File: src/core/dos_pkg.sv
// package: operating states, control word fields, timing constants for the drive state machine
package dos_pkg;
   typedef enum {
      ST_NOT_READY,
      ST_SWITCH_ON_DISABLED,
      ST_READY,
      ST_SWITCHED_ON,
      ST_OP_ENABLED,
      ST_QUICK_STOP,
      ST_FAULT_REACTION,
      ST_FAULT
   } dos_state_type;

   // control word bit positions
   localparam int CW_SWITCH_ON    = 0;
   localparam int CW_ENABLE_VOLT  = 1;
   localparam int CW_QUICK_STOP   = 2;
   localparam int CW_ENABLE_OP    = 3;
   localparam int CW_FAULT_RESET  = 7;
   localparam logic [15:0] CTRL_WORD_RESET = 16'h0000;

   // quick stop behaviour encodings
   localparam logic QS_RAMP_THEN_DISABLE = 1'b0;
   localparam logic QS_RAMP_THEN_HOLD    = 1'b1;
   // disable operation stop encodings
   localparam logic DOS_FREEWHEEL = 1'b0;
   localparam logic DOS_RAMP      = 1'b1;

   // status reported per state
   typedef struct packed {
      logic motor_power;
      logic power_stage_enable;
      logic supply_required;
      logic config_allowed;
      logic reported_valid;
   } dos_status_type;
   // value after reset: configuration allowed, nothing reported yet
   localparam dos_status_type STATUS_RESET = 5'h02;

   // ramp timeout bound for assertions, in cycles
   localparam int RAMP_WAIT_MAX = 1000;
endpackage

File: src/core/dos_cmd_decode.sv
// control word decoder: command patterns and fault reset edge
`timescale 1ns/1ns
module dos_cmd_decode
   import dos_pkg::*;
(
   input  wire logic        clk,
   input  wire logic        rst_n,
   input  wire logic [15:0] ctrl_word,
   output logic             cmd_shutdown,
   output logic             cmd_switch_on,
   output logic             cmd_enable_op,
   output logic             cmd_disable_op,
   output logic             cmd_disable_volt,
   output logic             cmd_quick_stop,
   output logic             cmd_fault_reset
);
   logic fault_reset_last;

   always_ff @(posedge clk) begin
      if (!rst_n) begin
         fault_reset_last <= 1'b0;
      end else begin
         fault_reset_last <= ctrl_word[CW_FAULT_RESET];
      end
   end

   // shutdown and switch on ignore bit 3
   assign cmd_shutdown     = ctrl_word[CW_QUICK_STOP] & ctrl_word[CW_ENABLE_VOLT]
                             & ~ctrl_word[CW_SWITCH_ON];
   assign cmd_switch_on    = ctrl_word[CW_QUICK_STOP] & ctrl_word[CW_ENABLE_VOLT]
                             & ctrl_word[CW_SWITCH_ON];
   assign cmd_enable_op    = cmd_switch_on & ctrl_word[CW_ENABLE_OP];
   assign cmd_disable_op   = cmd_switch_on & ~ctrl_word[CW_ENABLE_OP];
   assign cmd_disable_volt = ~ctrl_word[CW_ENABLE_VOLT];
   assign cmd_quick_stop   = ctrl_word[CW_ENABLE_VOLT] & ~ctrl_word[CW_QUICK_STOP];
   assign cmd_fault_reset  = ctrl_word[CW_FAULT_RESET] & ~fault_reset_last;
endmodule

File: src/core/dos_state_machine.sv
// drive operating state machine: control word register, states, power and config gating
// Behaviour
// - quick stop active holds the drive; restart only via switch on disabled
// - during fast stop the motor stays powered and configuration writes are refused
// - leaving quick stop active is steered by the quick stop behaviour setting
// - ramp then disable: after ramp go to switch on disabled automatically
// - ramp then hold: stay until disable voltage, stop key or freewheel input
// - fault reaction runs the configured error response, then continues
// - fault state: power stage disabled, drive locked, motor unpowered
// - config writes ok in 1,2,3,8; in 4 force disable; refused in 5,6
// - motor power only in operation enabled, fast stop, or per error response
// - supply required in 4,5,6; not in 1,2,3,8; per response in 7
// - rising edge of bit 7 resets fault once cause is gone
// - shutdown 0006 leads to ready; switch on 0007 leads to switched on
// - bit 1 clear disables voltage, going to switch on disabled
// - not ready state is transient and never reported
// - with reference on the channel, enable waits for a received reference
// - disable operation: 0 freewheel to switched on, 1 ramp first
`timescale 1ns/1ns
module dos_state_machine
   import dos_pkg::*;
(
   input  wire logic        clk,
   input  wire logic        rst_n,
   // control word register port
   input  wire logic        ctrl_write,
   input  wire logic [15:0] ctrl_wdata,
   output logic      [15:0] ctrl_rdata,
   // settings
   input  wire logic        quick_stop_behaviour_select,
   input  wire logic        disable_operation_stop_select,
   input  wire logic        ref_on_command_channel,
   input  wire logic        error_response_powered,
   // configuration write request
   input  wire logic        config_write_req,
   output logic             config_write_accept,
   // local events
   input  wire logic        stop_key,
   input  wire logic        freewheel_input,
   input  wire logic        reference_received,
   input  wire logic        internal_error,
   input  wire logic        error_cause_active,
   input  wire logic        ramp_done,
   input  wire logic        error_response_done,
   // state and outputs
   output dos_state_type    op_state,
   output logic             reported_valid,
   output logic             ramp_active,
   output logic             motor_power,
   output logic             power_stage_enable,
   output logic             supply_required,
   output logic             config_allowed
);
   logic [15:0]   ctrl_word;
   dos_state_type state;
   dos_state_type next_state;
   logic          ref_seen;
   logic          ramping;
   logic          next_ramping;
   logic          cmd_shutdown;
   logic          cmd_switch_on;
   logic          cmd_enable_op;
   logic          cmd_disable_op;
   logic          cmd_disable_volt;
   logic          cmd_quick_stop;
   logic          cmd_fault_reset;
   logic          enable_ok;
   logic          hold_exit;
   dos_status_type status;
   dos_status_type next_status;

   dos_cmd_decode u_decode (
      .clk              (clk),
      .rst_n            (rst_n),
      .ctrl_word        (ctrl_word),
      .cmd_shutdown     (cmd_shutdown),
      .cmd_switch_on    (cmd_switch_on),
      .cmd_enable_op    (cmd_enable_op),
      .cmd_disable_op   (cmd_disable_op),
      .cmd_disable_volt (cmd_disable_volt),
      .cmd_quick_stop   (cmd_quick_stop),
      .cmd_fault_reset  (cmd_fault_reset)
   );

   function automatic logic powered_state(input dos_state_type s);
      powered_state = (s == ST_SWITCHED_ON) || (s == ST_OP_ENABLED) || (s == ST_QUICK_STOP);
   endfunction

   always_ff @(posedge clk) begin
      if (!rst_n) begin
         ctrl_word <= CTRL_WORD_RESET;
      end else if (ctrl_write) begin
         ctrl_word <= ctrl_wdata;
      end
   end
   assign ctrl_rdata = ctrl_word;

   // reference latch: set wins over nothing, only cleared by reset
   always_ff @(posedge clk) begin
      if (!rst_n) begin
         ref_seen <= 1'b0;
      end else if (reference_received) begin
         ref_seen <= 1'b1;
      end
   end

   assign enable_ok = !ref_on_command_channel || ref_seen;
   assign hold_exit = cmd_disable_volt || stop_key || freewheel_input;
   // configuration writes: accepted in 1,2,3,8 and 4; refused in 5,6,7
   assign config_write_accept = config_write_req && status.config_allowed;

   always_comb begin
      next_state   = state;
      next_ramping = 1'b0;
      case (state)
         ST_NOT_READY: begin
            next_state = ST_SWITCH_ON_DISABLED;
         end
         ST_SWITCH_ON_DISABLED: begin
            if (cmd_shutdown) begin
               next_state = ST_READY;
            end
         end
         ST_READY: begin
            if (cmd_disable_volt || cmd_quick_stop) begin
               next_state = ST_SWITCH_ON_DISABLED;
            end else if (cmd_enable_op && enable_ok) begin
               next_state = ST_OP_ENABLED;
            end else if (cmd_switch_on) begin
               next_state = ST_SWITCHED_ON;
            end
         end
         ST_SWITCHED_ON: begin
            if (internal_error) begin
               next_state = ST_FAULT_REACTION;
            end else if (cmd_disable_volt || cmd_quick_stop || config_write_accept) begin
               next_state = ST_SWITCH_ON_DISABLED;
            end else if (cmd_shutdown) begin
               next_state = ST_READY;
            end else if (cmd_enable_op && enable_ok) begin
               next_state = ST_OP_ENABLED;
            end
         end
         ST_OP_ENABLED: begin
            if (internal_error) begin
               next_state = ST_FAULT_REACTION;
            end else if (cmd_disable_volt) begin
               next_state = ST_SWITCH_ON_DISABLED;
            end else if (cmd_quick_stop) begin
               next_state   = ST_QUICK_STOP;
               next_ramping = 1'b1;
            end else if (cmd_shutdown) begin
               next_state = ST_READY;
            end else if (cmd_disable_op) begin
               // ramp option holds here until the ramp ends
               if (disable_operation_stop_select == DOS_FREEWHEEL || ramp_done) begin
                  next_state = ST_SWITCHED_ON;
               end else begin
                  next_ramping = 1'b1;
               end
            end
         end
         ST_QUICK_STOP: begin
            next_ramping = ramping && !ramp_done;
            if (internal_error) begin
               next_state   = ST_FAULT_REACTION;
               next_ramping = 1'b0;
            end else if (cmd_disable_volt) begin
               next_state   = ST_SWITCH_ON_DISABLED;
               next_ramping = 1'b0;
            end else if (!next_ramping) begin
               if (quick_stop_behaviour_select == QS_RAMP_THEN_DISABLE || hold_exit) begin
                  next_state = ST_SWITCH_ON_DISABLED;
               end
            end
         end
         ST_FAULT_REACTION: begin
            if (error_response_done) begin
               next_state = ST_FAULT;
            end
         end
         ST_FAULT: begin
            if (cmd_fault_reset && !error_cause_active) begin
               next_state = ST_SWITCH_ON_DISABLED;
            end
         end
         default: begin
            next_state = ST_NOT_READY;
         end
      endcase
   end

   always_comb begin
      next_status = '0;
      case (next_state)
         ST_NOT_READY:          next_status = 5'b00010;
         ST_SWITCH_ON_DISABLED: next_status = 5'b00011;
         ST_READY:              next_status = 5'b00011;
         ST_SWITCHED_ON:        next_status = 5'b01111;
         ST_OP_ENABLED:         next_status = 5'b11101;
         ST_QUICK_STOP:         next_status = {next_ramping, next_ramping, 3'b101};
         ST_FAULT_REACTION: begin
            next_status = {error_response_powered, error_response_powered,
                           error_response_powered, 2'b01};
         end
         ST_FAULT:              next_status = 5'b00011;
         default:               next_status = 5'b00010;
      endcase
   end

   always_ff @(posedge clk) begin
      if (!rst_n) begin
         state   <= ST_NOT_READY;
         ramping <= 1'b0;
         status  <= STATUS_RESET;
      end else begin
         state   <= next_state;
         ramping <= next_ramping;
         status  <= next_status;
      end
   end

   assign op_state           = state;
   assign ramp_active        = ramping;
   assign motor_power        = status.motor_power;
   assign power_stage_enable = status.power_stage_enable;
   assign supply_required    = status.supply_required;
   assign config_allowed     = status.config_allowed;
   assign reported_valid     = status.reported_valid;

   AST_FAULT_UNPOWERED: assert property (@(posedge clk) disable iff (!rst_n)
      state == ST_FAULT |-> !motor_power && !power_stage_enable)
      else $error("fault state drives motor");
   AST_CFG_REFUSED: assert property (@(posedge clk) disable iff (!rst_n)
      (state == ST_OP_ENABLED || state == ST_QUICK_STOP) |-> !config_write_accept)
      else $error("config accepted while running");
   AST_NOT_READY_HIDDEN: assert property (@(posedge clk) disable iff (!rst_n)
      state == ST_NOT_READY |-> !reported_valid)
      else $error("not ready state reported");
   AST_FAULT_RESET: assert property (@(posedge clk) disable iff (!rst_n)
      state == ST_FAULT && cmd_fault_reset && !error_cause_active
      |=> state == ST_SWITCH_ON_DISABLED)
      else $error("fault reset ignored");
   AST_ERROR_ENTRY: assert property (@(posedge clk) disable iff (!rst_n)
      powered_state(state) && internal_error |=> state == ST_FAULT_REACTION)
      else $error("internal error not handled");
   AST_QS_ENTRY: assert property (@(posedge clk) disable iff (!rst_n)
      state == ST_OP_ENABLED && !internal_error && cmd_quick_stop && !cmd_disable_volt
      |=> state == ST_QUICK_STOP && ramp_active && motor_power)
      else $error("quick stop entry wrong");
   AST_QS_AUTO_EXIT: assert property (@(posedge clk) disable iff (!rst_n)
      state == ST_QUICK_STOP && ramping && ramp_done && !internal_error
      && quick_stop_behaviour_select == QS_RAMP_THEN_DISABLE
      |=> state == ST_SWITCH_ON_DISABLED)
      else $error("quick stop did not exit");
   AST_QS_HOLD: assert property (@(posedge clk) disable iff (!rst_n)
      state == ST_QUICK_STOP && !ramping && !hold_exit && !internal_error
      && quick_stop_behaviour_select == QS_RAMP_THEN_HOLD
      |=> state == ST_QUICK_STOP)
      else $error("quick stop hold left");
   AST_ENABLE_NEEDS_REF: assert property (@(posedge clk) disable iff (!rst_n)
      $changed(state) && state == ST_OP_ENABLED |-> $past(enable_ok))
      else $error("enabled without reference");
   AST_MOTOR_POWER: assert property (@(posedge clk) disable iff (!rst_n)
      motor_power |-> state == ST_OP_ENABLED || (state == ST_QUICK_STOP && ramping)
      || state == ST_FAULT_REACTION)
      else $error("motor powered in wrong state");
   AST_NOT_READY_LEAVES: assert property (@(posedge clk) disable iff (!rst_n)
      state == ST_NOT_READY |=> state == ST_SWITCH_ON_DISABLED)
      else $error("not ready state held");
   AST_SHUTDOWN: assert property (@(posedge clk) disable iff (!rst_n)
      state == ST_SWITCH_ON_DISABLED && cmd_shutdown |=> state == ST_READY)
      else $error("shutdown ignored");
   AST_CFG_FORCES_DISABLE: assert property (@(posedge clk) disable iff (!rst_n)
      state == ST_SWITCHED_ON && config_write_accept && !internal_error
      |=> state == ST_SWITCH_ON_DISABLED)
      else $error("config write kept switched on");
   AST_REACTION_ENDS: assert property (@(posedge clk) disable iff (!rst_n)
      state == ST_FAULT_REACTION && error_response_done |=> state == ST_FAULT)
      else $error("fault reaction did not end");
   AST_FREEWHEEL_STOP: assert property (@(posedge clk) disable iff (!rst_n)
      state == ST_OP_ENABLED && !internal_error && cmd_disable_op
      && disable_operation_stop_select == DOS_FREEWHEEL
      |=> state == ST_SWITCHED_ON && !motor_power)
      else $error("freewheel disable operation wrong");
   AST_SUPPLY_REQUIRED: assert property (@(posedge clk) disable iff (!rst_n)
      powered_state(state) |-> supply_required)
      else $error("supply not required while powered");
   AST_FAST_STOP_POWERED: assert property (@(posedge clk) disable iff (!rst_n)
      state == ST_QUICK_STOP && ramping |-> motor_power && power_stage_enable)
      else $error("fast stop lost power");

   COV_RUN: cover property (@(posedge clk) disable iff (!rst_n)
      state == ST_SWITCHED_ON ##1 state == ST_OP_ENABLED);
   COV_QS: cover property (@(posedge clk) disable iff (!rst_n)
      state == ST_QUICK_STOP ##1 state == ST_SWITCH_ON_DISABLED);
   COV_FAULT: cover property (@(posedge clk) disable iff (!rst_n)
      state == ST_FAULT ##1 state == ST_SWITCH_ON_DISABLED);
   COV_HOLD_EXIT: cover property (@(posedge clk) disable iff (!rst_n)
      state == ST_QUICK_STOP && !ramping && hold_exit ##1 state == ST_SWITCH_ON_DISABLED);
   COV_DISABLE_RAMP: cover property (@(posedge clk) disable iff (!rst_n)
      state == ST_OP_ENABLED && ramping ##1 state == ST_SWITCHED_ON);
endmodule

File: config.mk
export PLATFORM = sky130hd
export DESIGN_NAME = dos_state_machine
export DESIGN_NICKNAME = d
export VERILOG_FILES = /design/src/core/dos_pkg.sv /design/src/core/dos_cmd_decode.sv /design/src/core/dos_state_machine.sv
export SDC_FILE = /design/constraint.sdc
export NUM_CORES = 1
export LEC_CHECK = 0
export ABC_AREA = 1
export BUFFER_PORTS_ARGS = -buffer_cell sky130_fd_sc_hd__buf_2
export CAP_MARGIN = 15
export CORE_AREA = 5 5 76 71
export CTS_BUF_LIST = sky130_fd_sc_hd__clkbuf_4 sky130_fd_sc_hd__clkbuf_8
export DETAILED_ROUTE_END_ITERATION = 7
export DIE_AREA = 0 0 81 76
export PLACE_DENSITY = 0.92
export RECOVER_POWER = 50
export SYNTH_ARGS = -nofsm -noshare
export SYNTH_HDL_FRONTEND = slang
export SYNTH_SLANG_ARGS = --single-unit
File: constraint.sdc
create_clock -name clk -period 3.8 [get_ports clk]
set_clock_uncertainty 0.2 [all_clocks]
set_input_delay 0 -clock clk [delete_from_list [all_inputs] [get_ports clk]]
set_output_delay 0 -clock clk [all_outputs]
set_load 0.005 [all_outputs]
==> run_results.csv <==
group,metric,value,unit
outcome,status,"completed",
detailed_routing,firstDrtPassIters,5,
detailed_routing,vias_per_cell,4.81,
die,die-area,6160,um2
timing,setup_viol,0,
die,die_w,81,um
synth,yosysWarnings,0,
finish,drive_gt1_share,24.4,%
timing,worstMarginPinSlew,0.640,ns
finish,fillCellCount,367,
synth,synth.yosys.seq_area_share,47.0,%
critical_path,crit_path_start,"ctrl_rdata[1]",
critical_path,r2r_slack,0.58,ns
power,vdd_ir_drop_max,310,uV
synth,synth_seq_cells,56,
die,row_count,24,
placed_design,dp_hpwl,4340,um
critical_path,critPathCaptureType,"flip-flop",
cts,clockRootBuffer,"clkbuf_8",
cts,path_clk_slew,0.10,ns
detailed_routing,initialDrtViolationCount,159,
cts,ctsResizeCount,0,
cts,tritoncts,"yes",
timing,slew_headroom,57.3,%
detailed_routing,ant_nets,0,
placed_design,port_buffers,85,
timing,fin_crit_sh,84.8,%
critical_path,setup.worst_path.class,"reg2reg",
timing,final.setup.tns,0,ns
die,start_util,51.6,%
placed_design,gp_congestion,0.918,
hold_path,hp-class,"in2reg",
critical_path,reg2reg_depth,14,
die,core_area,4620,um2
die,die_y,76,um
detailed_routing,drc_errors,0,
critical_path,cp_max_fo,9,
synth,avgSynthCellArea,7.64,um2
power,leakagePower,1.75,nW
synth,synth_area_leaders,"dfxtp_1, nor2_1, nand2_1",
synth,synth_top_area_share,47.0,%
synth,synth_cell_types,27,
cts,htree_levels,2,
finish,antenna_cells,0,
timing,drv_slew,0,
flow_run,cap_viol_max_count,0,
die,boundaryPins,86,
synth,yosys.area.top_type,"dfxtp_1",
synth,syn_area,2380,um2
cts,cts_buffers,5,
critical_path,reg2reg_to,"motor_power",
critical_path,endpoint,"motor_power",
cts,cts.sinks,56,
synth,netlist_instances,312,
timing,setup_ws,0.577,ns
finish,syn2layout_area_growth,44.3,%
placed_design,dp_slack,1.72,ns
cts,clock_latency,0.31,ns
grt,grt_use_total,24.0,%
timing,period_needed,3.22,ns
timing,rsz0062_at_grt,"no",
critical_path,critical_path_required,3.86,ns
power,power_density,322,nW/um2
detailed_routing,finalWirelength,7190,um
grt,antenna_found_initial,0,
critical_path,worstSetupStartpointType,"flip-flop",
finish,seq_area,1120,um2
detailed_routing,wl_per_cell,13.5,um
finish,multi_input_area,1210,um2
detailed_routing,vias,2558,
grt,grt_pass1_wl,11600,um
grt,grt_pass1_vias,2575,
critical_path,r2r_start,"ctrl_rdata[1]",
cts,clock_path_buffers,2,
grt,grt_max_degree,22,
finish,fin_nets,497,
critical_path,arrival,3.28,ns
timing,hold_violations,0,
timing,fmax,0.310,GHz
grt,gr-total-overflow,0,
==> cells in the final DEF (no fill, tap or decap), drive strengths merged <==
cell	count
nor2	82
nand2	72
buf	67
dfxtp	56
dlygate4sd3	41
inv	34
conb	29
clkbuf	23
o21ai	20
nand3	17
a21oi	15
nor3	2
nand4	2
o211ai	2
or3b	1
o31ai	1
a31oi	1
clkinv	1
clkinvlp	1
==> per-stage QoR <==
stage | instance area, um2 | cells | hold WS (ns) | power (mW) | util (%)
after detailed placement | 2960 | 483 | 0.00750 | 0.747 | 64.1
final | 3440 | 532 | 0.0904 | 1.11 | 74.4
after global placement | 2960 | 483 | 0.00811 | 0.744 | 64.1
after CTS | 3460 | 532 | 0.0562 | 1.10 | 74.9
after global routing | 3440 | 532 | 0.121 | 1.15 | 74.4
after floorplan | 2490 | 340 | -0.106 | 0.694 | -
==> cells by family (layout without fill, tap and decap cells) <==
kind of cell,Yosys count,in the layout,share of synthesized area (%)
simple gates,176,176,37.1
flops,56,56,47.0
buf+inv,40,167,6.61
compound gates,39,39,9.08
other cells,1,29,0.157
==> final cells by class <==
class	instances	area share [%]
sequential	56	32.6
tap	65	2.36
clock inverter	3	0.618
clock buffer	5	2.00
multi-input combinational	244	35.2
inverter	33	3.60
timing repair buffer	126	23.6
==> metal layers <==
metal  vias up  share of wire [%]  GRT usage [%]  routed length, um
met5         -                  0              0                  0
met4         0                3.8           9.97                273
met3        29                8.9           6.97                639
met2       131                 50           42.4               3570
met1      1147                 38           26.2               2700
li1       1251                  -              -                  -
==> worst min path at each step <==
stage	startpoint	endpoint	slack (ns)	cells past startpoint
floorplan	config_write_req	config_write_accept	-0.11	2
global placement	reference_received	ref_seen	0.008	3
detailed placement	reference_received	ref_seen	0.007	3
CTS	error_cause_active	op_state[2]	0.06	6
global route	error_cause_active	op_state[2]	0.12	6
finish	error_cause_active	op_state[2]	0.09	6
==> registers in the layout, indices dropped and copies added, names as in the netlist <==
name and cells:
op_state 32, ctrl_rdata 16, config_allowed 1, motor_power 1, power_stage_enable 1, ramp_active 1
ref_seen 1, reported_valid 1, supply_required 1, u_decode.fault_reset_last 1
==> power breakdown <==
| part | leakage [nW] | switching [mW] | internal (mW) |
|---|---|---|---|
| combinational | 1.24 | 0.0715 | 0.0697 |
| clock | 0.0445 | 0.198 | 0.131 |
| sequential | 0.467 | 0.0205 | 0.616 |
| total | 1.75 | 0.289 | 0.817 |
==> Yosys cell counts <==
master     n
buf_4      2
nor2_8     3
clkbuf_1   4
nand3_1   16
o211ai_2   1
dfxtp_1   56
buf_1      1
nor2_1    65
nand2_1   63
inv_1     26
inv_2      7
o31ai_1    1
nor3_1     2
o21ai_0   19
nand4_4    2
nor2_4     6
conb_1     1
nor2_2     8
nand2_2    5
o21ai_1    1
nand2_4    4
or3b_1     1
a21oi_2    2
o211ai_1   1
a21oi_1   13
a31oi_1    1
nand3_2    1
==> worst max-delay path, stage by stage (launching register included) <==
cell and delay (ns):
dfxtp_1 0.58, nand2_4 0.17, nor2_8 0.16, nand2_4 0.09, nand2_1 0.08, nand2_1 0.06
nand2_1 0.09, nor2_2 0.04, nor2_2 0.08, nand2_2 0.09, nor2_8 0.15, nand4_4 0.11
dlygate4sd3_1 0.58, a21oi_1 0.14, dlygate4sd3_1 0.55
==> what timing repair did <==
item                                   CTS  global route
hold buffers                            41             0
setup buffers                            0             0
endpoints found under the hold margin   26             0
Note: power is estimated with default switching activity, not from simulation.
